<file path="config.mk">
export PLATFORM = sky130hd
export DESIGN_NAME = vit_top
export DESIGN_NICKNAME = d
export VERILOG_FILES = /design/src/vit_pkg.sv /design/src/vit_top.sv
export SDC_FILE = /design/constraint.sdc
export NUM_CORES = 2
export LEC_CHECK = 0
export BUFFER_PORTS_ARGS = -buffer_cell sky130_fd_sc_hd__buf_2
export CORE_AREA = 3 3 276 278
export CTS_CLUSTER_DIAMETER = 120
export DETAILED_ROUTE_END_ITERATION = 10
export DIE_AREA = 0 0 279 281
export GPL_ROUTABILITY_DRIVEN = 0
export PLACE_DENSITY = 0.77
export SKIP_CTS_REPAIR_TIMING = 1
export SLEW_MARGIN = 20
export SYNTH_ARGS = -nofsm -noshare
export SYNTH_HDL_FRONTEND = slang
export SYNTH_SLANG_ARGS = --single-unit
</file>
<file path="constraint.sdc">
create_clock -name pclk -period 55.8 [get_ports pclk]
set_clock_uncertainty 0.1 [all_clocks]
set_input_delay 2.79 -clock pclk [delete_from_list [all_inputs] [get_ports pclk]]
set_output_delay 2.79 -clock pclk [all_outputs]
set_load 0.02 [all_outputs]
</file>
<file path="src/vit_pkg.sv">
// constants, register map and carrier types of the vectored interrupt and trap front end
// Operation
// - thirty-two request nodes, each with one of sixteen priority levels
// - vectored service pushes instruction pointer and status word, plus code segment when segmented
// - event transfer moves one byte or word within pages 0-3, eight channels
// - event transfer stalls one instruction cycle and saves no status
// - event transfers share arbitration, only at the two highest levels
// - hardware traps, the nmi pin among them, win at once and save status
// - software trap takes its vector from a seven-bit trap number
// - vector address is trap number times four
// - all class B exceptions share one vector, cause flags record which
// - each node has a control register with request, enable and priority
// - shared nodes take several sources, the peripheral flags tell the cause
// - service branches straight to the node's fixed vector
// - vectors sit at the lowest addresses of code segment 0
// - software setting a request flag requests exactly like hardware
// - fast external nodes use trap numbers 18h-1Bh, vectors from 0060h
// - other nodes use fixed numbers 22h-4Fh, vectors 0088h-013Ch
// - fast external inputs are alternate port pin functions
// - clock supervision and real time clock share one node via subnode register
// - at instruction end pick the highest request, serve only above cpu level
// - control status in low byte; upper byte reads zero, ignores writes
// - software trap routine runs at the current cpu priority
package vit_pkg;
	localparam int NODES = 32;
	localparam int CHANNELS = 8;
	localparam logic [11:0] OFS_NODE_LAST = 12'h07C;
	localparam logic [11:0] OFS_CPU_PRIO = 12'h080;
	localparam logic [11:0] OFS_TRAP_FLAGS = 12'h084;
	localparam logic [11:0] OFS_EVT_CTRL = 12'h088;
	localparam logic [11:0] OFS_SUBNODE = 12'h08C;
	localparam logic [11:0] OFS_CHAN_BASE = 12'h0A0;
	localparam logic [7:0] NODE_CTRL_RESET = 8'h00;
	localparam logic [3:0] EVENT_MIN_LEVEL = 4'hE;
	localparam int SUBNODE_IDX = 27;
	// trap cause flag positions
	localparam int TF_NMI = 0;
	localparam int TF_STKOF = 1;
	localparam int TF_STKUF = 2;
	localparam int TF_CLASSB = 3;
	localparam logic [6:0] TRAP_NMI = 7'h02;
	localparam logic [6:0] TRAP_STKOF = 7'h04;
	localparam logic [6:0] TRAP_STKUF = 7'h06;
	localparam logic [6:0] TRAP_CLASSB = 7'h0A;
	localparam logic [6:0] NODE_TRAP [NODES] = '{
		7'h18, 7'h19, 7'h1A, 7'h1B, 7'h22, 7'h23, 7'h24, 7'h28,
		7'h29, 7'h2A, 7'h2B, 7'h2C, 7'h2D, 7'h2E, 7'h2F, 7'h30,
		7'h31, 7'h32, 7'h33, 7'h38, 7'h39, 7'h3A, 7'h3B, 7'h3D,
		7'h3E, 7'h3F, 7'h40, 7'h43, 7'h47, 7'h4D, 7'h4E, 7'h4F};
	localparam logic [1:0] PUSH_FLAT = 2'h2;
	localparam logic [1:0] PUSH_SEG = 2'h3;
	typedef enum logic [2:0] {
		KIND_VECTOR = 3'b001,
		KIND_EVENT = 3'b010,
		KIND_TRAP = 3'b100
	} vit_kind_t;
	typedef struct packed {
		logic req;
		logic en;
		logic [3:0] lvl;
		logic [1:0] grp;
	} vit_node_ctrl_t;
	typedef struct packed {
		logic valid;
		vit_kind_t kind;
		logic [6:0] trap_num;
		logic [8:0] vector;
		logic [1:0] push_words;
		logic set_level;
		logic [3:0] new_level;
		logic [2:0] channel;
		logic [15:0] src;
		logic [15:0] dst;
		logic byte_move;
	} vit_svc_t;
endpackage

</file>
<file path="src/vit_top.sv">
// vectored interrupt and trap front end with apb register file
//
// Register access over APB and the address map were chosen for this implementation.
`timescale 1ns/1ps
`default_nettype none
module vit_top (
	input wire logic pclk,
	input wire logic presetn,
	input wire logic psel,
	input wire logic penable,
	input wire logic pwrite,
	input wire logic [11:0] paddr,
	input wire logic [31:0] pwdata,
	input wire logic [3:0] pstrb,
	output logic [31:0] prdata,
	output logic pready,
	output logic pslverr,
	input wire logic instr_end,
	input wire logic seg_mode,
	input wire logic [31:0] periph_req,
	input wire logic [3:0] fast_pin,
	input wire logic [3:0] fast_alt_en,
	input wire logic nmi_pin_n,
	input wire logic stk_overflow,
	input wire logic stk_underflow,
	input wire logic [4:0] classb_evt,
	input wire logic sw_trap_req,
	input wire logic [6:0] sw_trap_num,
	input wire logic clk_sup_evt,
	input wire logic rtc_evt,
	output vit_pkg::vit_svc_t svc,
	output logic exec_stall,
	output logic [3:0] cpu_level
);
	// ----------------------------------------
	// register storage
	// ----------------------------------------
	vit_pkg::vit_node_ctrl_t node_ff [vit_pkg::NODES];
	logic [3:0] cpu_lvl_ff;
	logic gie_ff;
	logic [7:0] trap_flags_ff;
	logic [7:0] trap_pend_ff;
	logic [7:0] chan_en_ff;
	logic [7:0] chan_byte_ff;
	logic [3:0] subnode_ff;
	logic [31:0] chan_ptr_ff [vit_pkg::CHANNELS];
	logic sw_pend_ff;
	logic [6:0] sw_num_ff;
	logic [31:0] prdata_ff;
	vit_pkg::vit_svc_t svc_ff;
	logic [2:0] nmi_sync_ff;
	logic [3:0] fast_s1_ff;
	logic [3:0] fast_s2_ff;
	logic [3:0] fast_s3_ff;

	// ----------------------------------------
	// apb decode
	// ----------------------------------------
	wire bus_setup = psel && !penable;
	wire bus_wr = psel && penable && pwrite;
	wire in_nodes = paddr <= vit_pkg::OFS_NODE_LAST;
	wire in_chan = paddr[11:5] == vit_pkg::OFS_CHAN_BASE[11:5];
	wire [4:0] node_sel = paddr[6:2];
	wire [2:0] chan_sel = paddr[4:2];
	wire hit_cpu = paddr == vit_pkg::OFS_CPU_PRIO;
	wire hit_tf = paddr == vit_pkg::OFS_TRAP_FLAGS;
	wire hit_evt = paddr == vit_pkg::OFS_EVT_CTRL;
	wire hit_sub = paddr == vit_pkg::OFS_SUBNODE;
	wire addr_ok = (in_nodes || in_chan || hit_cpu || hit_tf || hit_evt || hit_sub) && paddr[1:0] == 2'h0;
	wire wr_low = bus_wr && addr_ok && pstrb[0];
	wire wr_high = bus_wr && addr_ok && pstrb[1];
	wire wr_this_any = wr_low && in_nodes;
	wire [31:0] rd_node = {24'h0000_00, node_ff[node_sel]};
	wire [31:0] rd_mux = in_nodes ? rd_node :
		in_chan ? chan_ptr_ff[chan_sel] :
		hit_cpu ? {27'h000_0000, gie_ff, cpu_lvl_ff} :
		hit_tf ? {24'h0000_00, trap_flags_ff} :
		hit_evt ? {16'h0000, chan_byte_ff, chan_en_ff} :
		hit_sub ? {28'h000_0000, subnode_ff} : 32'h0000_0000;
	assign pready = 1'b1;
	assign pslverr = psel && penable && !addr_ok;
	assign prdata = prdata_ff;

	// ----------------------------------------
	// pin synchronisers and edge detection
	// ----------------------------------------
	wire nmi_fall = !nmi_sync_ff[1] && nmi_sync_ff[2];
	// edge taken from stages two and three so the first stage feeds only the second
	wire [3:0] fast_rise = fast_s2_ff & ~fast_s3_ff & fast_alt_en;
	wire sub_clk_hit = clk_sup_evt && subnode_ff[0];
	wire sub_rtc_hit = rtc_evt && subnode_ff[2];
	wire [31:0] sub_vec = {4'h0, sub_clk_hit || sub_rtc_hit, 27'h000_0000};
	wire [31:0] hw_evt = periph_req | {28'h000_0000, fast_rise} | sub_vec;

	// ----------------------------------------
	// arbitration
	// ----------------------------------------
	logic found;
	logic [4:0] best_idx;
	logic [5:0] best_key;
	always_comb begin
		found = 1'b0;
		best_idx = 5'h00;
		best_key = 6'h00;
		for (int i = 0; i < vit_pkg::NODES; i++) begin
			// strict compare keeps the lowest node on a full tie
			if (node_ff[i].req && node_ff[i].en && (!found || {node_ff[i].lvl, node_ff[i].grp} > best_key)) begin
				found = 1'b1;
				best_idx = 5'(i);
				best_key = {node_ff[i].lvl, node_ff[i].grp};
			end
		end
	end
	wire [3:0] best_lvl = best_key[5:2];
	wire [2:0] best_chan = {best_key[2], best_key[1:0]};
	wire trap_any = |trap_pend_ff;
	wire trap_go = trap_any;
	wire sw_go = sw_pend_ff && !trap_any;
	wire int_go = instr_end && gie_ff && found && best_lvl > cpu_lvl_ff && !trap_any && !sw_pend_ff;
	wire evt_sel = best_lvl >= vit_pkg::EVENT_MIN_LEVEL && chan_en_ff[best_chan];
	wire vec_go = int_go && !evt_sel;
	wire evt_go = int_go && evt_sel;
	wire [6:0] trap_pick = trap_pend_ff[vit_pkg::TF_NMI] ? vit_pkg::TRAP_NMI :
		trap_pend_ff[vit_pkg::TF_STKOF] ? vit_pkg::TRAP_STKOF :
		trap_pend_ff[vit_pkg::TF_STKUF] ? vit_pkg::TRAP_STKUF : vit_pkg::TRAP_CLASSB;
	wire [7:0] trap_clr = trap_pend_ff[vit_pkg::TF_NMI] ? 8'h01 :
		trap_pend_ff[vit_pkg::TF_STKOF] ? 8'h02 :
		trap_pend_ff[vit_pkg::TF_STKUF] ? 8'h04 : 8'hF8;
	wire [7:0] trap_evt = {classb_evt, stk_underflow, stk_overflow, nmi_fall};
	wire [1:0] push_n = seg_mode ? vit_pkg::PUSH_SEG : vit_pkg::PUSH_FLAT;
	wire [31:0] best_ptr = chan_ptr_ff[best_chan];

	// ----------------------------------------
	// service record
	// ----------------------------------------
	vit_pkg::vit_svc_t nxt_svc;
	always_comb begin
		nxt_svc = '0;
		nxt_svc.kind = vit_pkg::KIND_TRAP;
		if (trap_go) begin
			nxt_svc.valid = 1'b1;
			nxt_svc.trap_num = trap_pick;
			nxt_svc.push_words = push_n;
		end else if (sw_go) begin
			nxt_svc.valid = 1'b1;
			nxt_svc.trap_num = sw_num_ff;
			nxt_svc.push_words = push_n;
		end else if (vec_go) begin
			nxt_svc.valid = 1'b1;
			nxt_svc.kind = vit_pkg::KIND_VECTOR;
			nxt_svc.trap_num = vit_pkg::NODE_TRAP[best_idx];
			nxt_svc.push_words = push_n;
			nxt_svc.set_level = 1'b1;
			nxt_svc.new_level = best_lvl;
		end else if (evt_go) begin
			nxt_svc.valid = 1'b1;
			nxt_svc.kind = vit_pkg::KIND_EVENT;
			nxt_svc.trap_num = vit_pkg::NODE_TRAP[best_idx];
			nxt_svc.channel = best_chan;
			nxt_svc.src = best_ptr[15:0];
			nxt_svc.dst = best_ptr[31:16];
			nxt_svc.byte_move = chan_byte_ff[best_chan];
		end
		// segment 0 lowest addresses, four bytes per entry
		nxt_svc.vector = {nxt_svc.trap_num, 2'b00};
	end
	assign svc = svc_ff;
	assign exec_stall = svc_ff.valid && svc_ff.kind == vit_pkg::KIND_EVENT;
	assign cpu_level = cpu_lvl_ff;

	// ----------------------------------------
	// node control registers
	// ----------------------------------------
	genvar g;
	generate
		for (g = 0; g < vit_pkg::NODES; g++) begin : gen_node
			wire wr_this = wr_low && in_nodes && node_sel == 5'(g);
			wire acc_this = int_go && best_idx == 5'(g);
			vit_pkg::vit_node_ctrl_t nxt_node;
			always_comb begin
				nxt_node = node_ff[g];
				if (wr_this) begin
					nxt_node = pwdata[7:0];
				end else if (acc_this) begin
					nxt_node.req = 1'b0;
				end
				if (hw_evt[g]) begin
					nxt_node.req = 1'b1;
				end
			end
			always_ff @(posedge pclk or negedge presetn) begin
				if (!presetn) begin
					node_ff[g] <= vit_pkg::NODE_CTRL_RESET;
				end else begin
					node_ff[g] <= nxt_node;
				end
			end
		end
	endgenerate

	// ----------------------------------------
	// event transfer channel pointers
	// ----------------------------------------
	generate
		for (g = 0; g < vit_pkg::CHANNELS; g++) begin : gen_chan
			wire wr_ch = bus_wr && addr_ok && in_chan && chan_sel == 3'(g);
			always_ff @(posedge pclk or negedge presetn) begin
				if (!presetn) begin
					chan_ptr_ff[g] <= 32'h0000_0000;
				end else if (wr_ch) begin
					for (int b = 0; b < 4; b++) begin
						if (pstrb[b]) begin
							chan_ptr_ff[g][b*8 +: 8] <= pwdata[b*8 +: 8];
						end
					end
				end
			end
		end
	endgenerate

	// ----------------------------------------
	// global state
	// ----------------------------------------
	wire [3:0] nxt_cpu_lvl = vec_go ? best_lvl : (wr_low && hit_cpu) ? pwdata[3:0] : cpu_lvl_ff;
	wire nxt_gie = (wr_low && hit_cpu) ? pwdata[4] : gie_ff;
	// write one to clear, a new cause in the same cycle stays set
	wire [7:0] tf_clr = (wr_low && hit_tf) ? pwdata[7:0] : 8'h00;
	wire [7:0] nxt_trap_flags = (trap_flags_ff & ~tf_clr) | trap_evt;
	wire [7:0] nxt_trap_pend = (trap_pend_ff & ~(trap_go ? trap_clr : 8'h00)) | trap_evt;
	wire [3:0] sub_wr = (wr_low && hit_sub) ? pwdata[3:0] : subnode_ff;
	wire [3:0] nxt_subnode = sub_wr | {rtc_evt, 1'b0, clk_sup_evt, 1'b0};
	wire nxt_sw_pend = sw_trap_req || (sw_pend_ff && !sw_go);
	// a request in the cycle the pending one is served starts a fresh trap with its own number
	wire [6:0] nxt_sw_num = (sw_trap_req && (!sw_pend_ff || sw_go)) ? sw_trap_num : sw_num_ff;

	always_ff @(posedge pclk or negedge presetn) begin
		if (!presetn) begin
			cpu_lvl_ff <= 4'h0;
			gie_ff <= 1'b0;
			trap_flags_ff <= 8'h00;
			trap_pend_ff <= 8'h00;
			subnode_ff <= 4'h0;
			sw_pend_ff <= 1'b0;
			sw_num_ff <= 7'h00;
		end else begin
			cpu_lvl_ff <= nxt_cpu_lvl;
			gie_ff <= nxt_gie;
			trap_flags_ff <= nxt_trap_flags;
			trap_pend_ff <= nxt_trap_pend;
			subnode_ff <= nxt_subnode;
			sw_pend_ff <= nxt_sw_pend;
			sw_num_ff <= nxt_sw_num;
		end
	end

	always_ff @(posedge pclk or negedge presetn) begin
		if (!presetn) begin
			chan_en_ff <= 8'h00;
			chan_byte_ff <= 8'h00;
		end else begin
			if (wr_low && hit_evt) begin
				chan_en_ff <= pwdata[7:0];
			end
			if (wr_high && hit_evt) begin
				chan_byte_ff <= pwdata[15:8];
			end
		end
	end

	always_ff @(posedge pclk or negedge presetn) begin
		if (!presetn) begin
			prdata_ff <= 32'h0000_0000;
			svc_ff <= '0;
		end else begin
			// read data captured in setup so the access phase needs no wait state
			if (bus_setup) begin
				prdata_ff <= (addr_ok && !pwrite) ? rd_mux : 32'h0000_0000;
			end
			svc_ff <= nxt_svc;
		end
	end

	always_ff @(posedge pclk or negedge presetn) begin
		if (!presetn) begin
			nmi_sync_ff <= 3'b111;
			fast_s1_ff <= 4'h0;
			fast_s2_ff <= 4'h0;
			fast_s3_ff <= 4'h0;
		end else begin
			nmi_sync_ff <= {nmi_sync_ff[1:0], nmi_pin_n};
			fast_s1_ff <= fast_pin;
			fast_s2_ff <= fast_s1_ff;
			fast_s3_ff <= fast_s2_ff;
		end
	end

	// ----------------------------------------
	// checks
	// ----------------------------------------
	a_trap_wins: assert property (@(posedge pclk) disable iff (!presetn)
		trap_any |=> svc_ff.valid && svc_ff.kind == vit_pkg::KIND_TRAP && svc_ff.push_words != 2'h0)
		else $error("pending trap not serviced next cycle");
	a_classb_shared: assert property (@(posedge pclk) disable iff (!presetn)
		(|trap_pend_ff[7:3]) && !(|trap_pend_ff[2:0]) |=> svc_ff.trap_num == 7'h0A && trap_pend_ff[7:3] == 5'h00)
		else $error("class b trap did not use common vector");
	a_vector_times4: assert property (@(posedge pclk) disable iff (!presetn)
		svc_ff.valid |-> svc_ff.vector == {svc_ff.trap_num, 2'b00})
		else $error("vector is not trap number times four");
	a_ctx_push: assert property (@(posedge pclk) disable iff (!presetn)
		vec_go |=> svc_ff.push_words == ($past(seg_mode) ? 2'h3 : 2'h2) && cpu_lvl_ff == svc_ff.new_level)
		else $error("wrong context push or level on vectored entry");
	a_event_nosave: assert property (@(posedge pclk) disable iff (!presetn)
		evt_go |=> exec_stall && svc_ff.push_words == 2'h0 && !svc_ff.set_level ##1 !exec_stall || $past(evt_go))
		else $error("event transfer saved status or stalled too long");
	a_event_level: assert property (@(posedge pclk) disable iff (!presetn)
		exec_stall |-> $past(best_lvl) >= 4'hE)
		else $error("event transfer below the two highest levels");
	a_serve_above: assert property (@(posedge pclk) disable iff (!presetn)
		svc_ff.valid && svc_ff.kind != vit_pkg::KIND_TRAP |-> $past(instr_end) && $past(best_lvl) > $past(cpu_lvl_ff))
		else $error("interrupt served without priority above cpu");
	a_req_cleared: assert property (@(posedge pclk) disable iff (!presetn)
		int_go && !hw_evt[best_idx] && !wr_low |=> !node_ff[$past(best_idx)].req)
		else $error("accepted request flag not cleared");
	a_upper_zero: assert property (@(posedge pclk) disable iff (!presetn)
		bus_setup && !pwrite && in_nodes |=> prdata_ff[31:8] == 24'h0000_00)
		else $error("control register upper byte not zero");
	a_sw_level: assert property (@(posedge pclk) disable iff (!presetn)
		sw_go |=> svc_ff.trap_num == $past(sw_num_ff) && !svc_ff.set_level)
		else $error("software trap changed level or number");
	a_sw_set_req: assert property (@(posedge pclk) disable iff (!presetn)
		wr_this_any && pwdata[7] |=> node_ff[$past(node_sel)].req)
		else $error("software set of request flag lost");
	// set beats clear everywhere, so these hold under any software traffic
	a_nmi_flag: assert property (@(posedge pclk) disable iff (!presetn)
		nmi_fall |=> trap_flags_ff[vit_pkg::TF_NMI] && trap_pend_ff[vit_pkg::TF_NMI])
		else $error("nmi edge not recorded");
	a_nmi_first: assert property (@(posedge pclk) disable iff (!presetn)
		trap_pend_ff[vit_pkg::TF_NMI] |=> svc_ff.valid && svc_ff.trap_num == vit_pkg::TRAP_NMI)
		else $error("nmi trap not taken first");
	a_stkof_flag: assert property (@(posedge pclk) disable iff (!presetn)
		stk_overflow |=> trap_flags_ff[vit_pkg::TF_STKOF] && trap_pend_ff[vit_pkg::TF_STKOF])
		else $error("stack overflow not recorded");
	a_classb_flags: assert property (@(posedge pclk) disable iff (!presetn)
		(|classb_evt) |=> (trap_flags_ff[7:3] & $past(classb_evt)) == $past(classb_evt))
		else $error("class b cause flag not recorded");
	a_trap_status: assert property (@(posedge pclk) disable iff (!presetn)
		svc_ff.valid && svc_ff.kind == vit_pkg::KIND_TRAP |-> !svc_ff.set_level && svc_ff.push_words != 2'h0)
		else $error("trap entry without status save or with level change");
	a_trap_level: assert property (@(posedge pclk) disable iff (!presetn)
		sw_go || trap_go |=> cpu_lvl_ff == $past(cpu_lvl_ff) || $past(wr_low && hit_cpu))
		else $error("trap entry changed cpu level");
	a_gie_gate: assert property (@(posedge pclk) disable iff (!presetn)
		!gie_ff |=> !svc_ff.valid || svc_ff.kind == vit_pkg::KIND_TRAP)
		else $error("node served with global enable off");
	a_instr_end_only: assert property (@(posedge pclk) disable iff (!presetn)
		!trap_any && !sw_pend_ff && !instr_end |=> !svc_ff.valid)
		else $error("node served outside an instruction end");
	a_node_range: assert property (@(posedge pclk) disable iff (!presetn)
		svc_ff.valid && svc_ff.kind != vit_pkg::KIND_TRAP |->
			(svc_ff.vector >= 9'h060 && svc_ff.vector <= 9'h06C) || (svc_ff.vector >= 9'h088 && svc_ff.vector <= 9'h13C))
		else $error("node vector outside the node table");
	a_fast_vector: assert property (@(posedge pclk) disable iff (!presetn)
		vec_go && best_idx < 5'h04 |=> svc_ff.vector == 9'h060 + {5'h00, $past(best_idx[1:0]), 2'b00})
		else $error("fast external node took the wrong vector");
	a_fast_set: assert property (@(posedge pclk) disable iff (!presetn)
		(|fast_rise) |=>
			({node_ff[3].req, node_ff[2].req, node_ff[1].req, node_ff[0].req} & $past(fast_rise)) == $past(fast_rise))
		else $error("fast pin edge did not raise its request");
	a_subnode_req: assert property (@(posedge pclk) disable iff (!presetn)
		sub_clk_hit || sub_rtc_hit |=> node_ff[vit_pkg::SUBNODE_IDX].req)
		else $error("shared node request lost");
	a_subnode_flag: assert property (@(posedge pclk) disable iff (!presetn)
		clk_sup_evt |=> subnode_ff[1])
		else $error("clock supervision flag not recorded");
	a_ctrl_write: assert property (@(posedge pclk) disable iff (!presetn)
		wr_this_any && !hw_evt[node_sel] |=> node_ff[$past(node_sel)] == $past(pwdata[7:0]))
		else $error("control register write not taken from low byte");
endmodule
`default_nettype wire

</file>
==> results.py <==
metrics = {
    "logic_synthesis": {
        "synth_top_area_share_pct": 39.1,
        "synth_warnings": 0,
        "synth_top_flop_cell": "dfrtp_1",
        "synth.top_cells.by_count": "dfrtp_1, mux2_2, nand2_1, mux2i_1, nor2_1",
        "ys_top_cells_by_area": "dfrtp_1, mux2_2, mux4_2, mux2i_1, ha_1",
        "synth-seq-cells": 661,
        "ys_seq_area_share_pct": 39.2,
        "synth.distinct_cells": 131,
        "synthesis.area_um2": 42200,
        "synthArstFlopShare_pct": 100,
        "synth_edf_count": 0,
        "syn_area_per_cell_um2": 11.0,
        "synth_cells": 3847,
        "yosysTopAreaCell": "dfrtp_1",
        "post-synth-top-count-cell": "dfrtp_1",
    },
    "worst_setup_path": {
        "max_stage_delay_ns": 0.50,
        "worstPathArrival_ns": 54.28,
        "cpMostUsedCell": "ha_1",
        "crit_path_max_fanout": 11,
        "critical_path_class": "reg2reg",
        "cp.required_ns": 56.21,
        "startpoint_type": "register",
        "end_kind": "register",
        "critPathSlowestCell": "a311oi_4",
    },
    "clock_network": {
        "cts-htree-levels": 3,
        "worst_skew_pair.late_latency_ns": 0.65,
        "cts.sinks": 661,
        "numCtsBuffers": 73,
        "clk_path_buf_depth": 3,
        "cts_tree": "yes",
        "cts_root_buf": "clkbuf_16",
        "clkSlewWorstSetupHoldPaths_ns": 0.07,
    },
    "sta": {
        "setup_viol": 0,
        "fmax_mhz": 18.6,
        "hold_slack_ns": 0.252,
        "fin_crit_sh_pct": 96.5,
        "hold_viol": 0,
        "finalCriticalPeriod_ns": 53.87,
        "worst_pin_slew_ns": 1.18,
        "slew_headroom_pct": 21.6,
        "slew_violations": 0,
    },
    "layout": {
        "regArea_um2": 16500,
        "syn2layout_area_growth_pct": 13.8,
        "fin_area_um2": 48000,
        "layout-drive-gt1-share_pct": 32.2,
        "multi_input_area_um2": 24800,
        "fillCellCount": 5584,
        "nNetsFinal": 4319,
    },
    "die": {
        "io_pins": 215,
        "fp.dieH_um": 281,
        "start_util_pct": 56.8,
        "die-area_um2": 78400,
        "rows": 100,
        "core-area_um2": 74200,
        "die_w_um": 279,
    },
    "grt": {
        "grt_pass1_vias": 33100,
        "grtUsageTotal_pct": 31.5,
        "overflow": 0,
        "grt_max_degree": 177,
        "grt_pass1_wl_um": 192000,
        "antenna_found_initial": 6,
    },
    "routing": {
        "vias": 34300,
        "detail_route.iter0.violations": 3641,
        "wl_um": 129000,
        "viasPerCell": 6.74,
        "wire_per_inst_um": 25.4,
        "drc": 0,
        "drt-pass1-iter-count": 9,
        "ant_nets": 0,
    },
    "pwr": {
        "p_leak_uw": 0.0223,
        "p_per_area_nw_per_um2": 21.9,
        "irDropWorstVdd_mv": 0.0187,
    },
    "job": {
        "maxCapViolCount": 0,
    },
    "min_path": {
        "min_path_type": "reg2reg",
    },
    "placed_design": {
        "port-buffer-count": 211,
        "place_area_um2": 43900,
        "dp_hpwl_um": 87500,
    },
    "outcome": {
        "status": "finished clean",
    },
}
cells by family (layout without fill, tap and decap cells):
| group | after synthesis | after routing | share of synthesized area [%] |
|---|---|---|---|
| xor+xnor | 25 | 25 | 0.519 |
| flops | 661 | 661 | 39.2 |
| other cells | 2 | 8 | 0.0178 |
| fa+ha+maj | 150 | 150 | 4.45 |
| simple gates | 944 | 944 | 10.7 |
| compound gates | 704 | 711 | 11.7 |
| mux | 985 | 985 | 29.4 |
| buf+inv | 376 | 635 | 3.94 |
sequential cells by signal (all words and copies together), names as in the netlist, 7 cells and up:
signal         cells
prdata            32
chan_en_ff         8
chan_ptr_ff      256
trap_pend_ff       8
sw_num_ff          7
chan_byte_ff       8
trap_flags_ff      8
node_ff          256
svc               53
per-stage QoR:
step | utilization (%) | power [uW] | worst slack (ns) | setup TNS (ns) | std cells
after global routing | 64.6 | 1080 | -0.977 | -69.46 | 5085
after detailed placement | 59.1 | 533 | -1.74 | -119.01 | 4870
after global placement | 59.1 | 533 | -0.294 | -4.35 | 4870
after floorplan | - | 508 | 1.59 | 0 | 3848
final | 64.6 | 1050 | 1.93 | 0 | 5088
after CTS | 62.7 | 1050 | -2.04 | -146.38 | 5002
power breakdown:
group	total [uW]	internal (uW)	switching, uW
sequential	481	480	0.793
clock	525	311	214
combinational	43.4	11.1	32.3
total	1050	803	247
metal layers:
layer,vias up,track usage [%],part of all wire [%]
li1,14800,-,-
met5,-,0,0.020
met4,4,13.6,5.2
met3,443,7.88,9.9
met1,17100,41.8,39
met2,1921,49.5,45
worst paths after layout:
| path | startpoint | to | slack, ns | cells past startpoint |
|---|---|---|---|---|
| max reg2reg | node_ff[255] | node_ff[175] | 1.93 | 277 |
| max | node_ff[255] | node_ff[175] | 1.93 | 277 |
| min in group asynchronous | presetn | svc[26] | 2.12 | 1 |
| min | fast_s1_ff[0] | fast_s2_ff[0] | 0.25 | 0 |
| min reg2reg | fast_s1_ff[0] | fast_s2_ff[0] | 0.25 | 0 |
| max in group asynchronous | presetn | node_ff[139] | 50.08 | 4 |
cells in the final DEF, fill, tap and decap left out, drive strengths merged, types with 148 or more instances in the layout:
master  netlist  layout
ha          149     149
dfrtp       658     658
mux2        530     530
nor2        199     199
buf          95     330
inv         170     174
nand2       354     354
mux2i       307     307
mux4        148     148
o21ai       189     189
cell type report:
cell class	instances	area share (%)
clock buffer	96	4.30
multi-input combinational	2818	51.8
timing repair buffer	332	4.35
antenna	5	0.0261
tap	969	2.53
clock inverter	36	1.15
inverter	171	1.35
sequential	661	34.5
worst max-delay path: cells and delay by family, from the launching register on:
family / cells / cell delay (ns)
muxes: 19 / 5.49
adders and majority gates: 33 / 9.50
DFF: 1 / 0.40
AOI/OAI and AO/OA: 110 / 22.39
buffers and inverters: 34 / 3.95
and+or+nand+nor: 81 / 11.84
(Power assumes the default switching activity.)
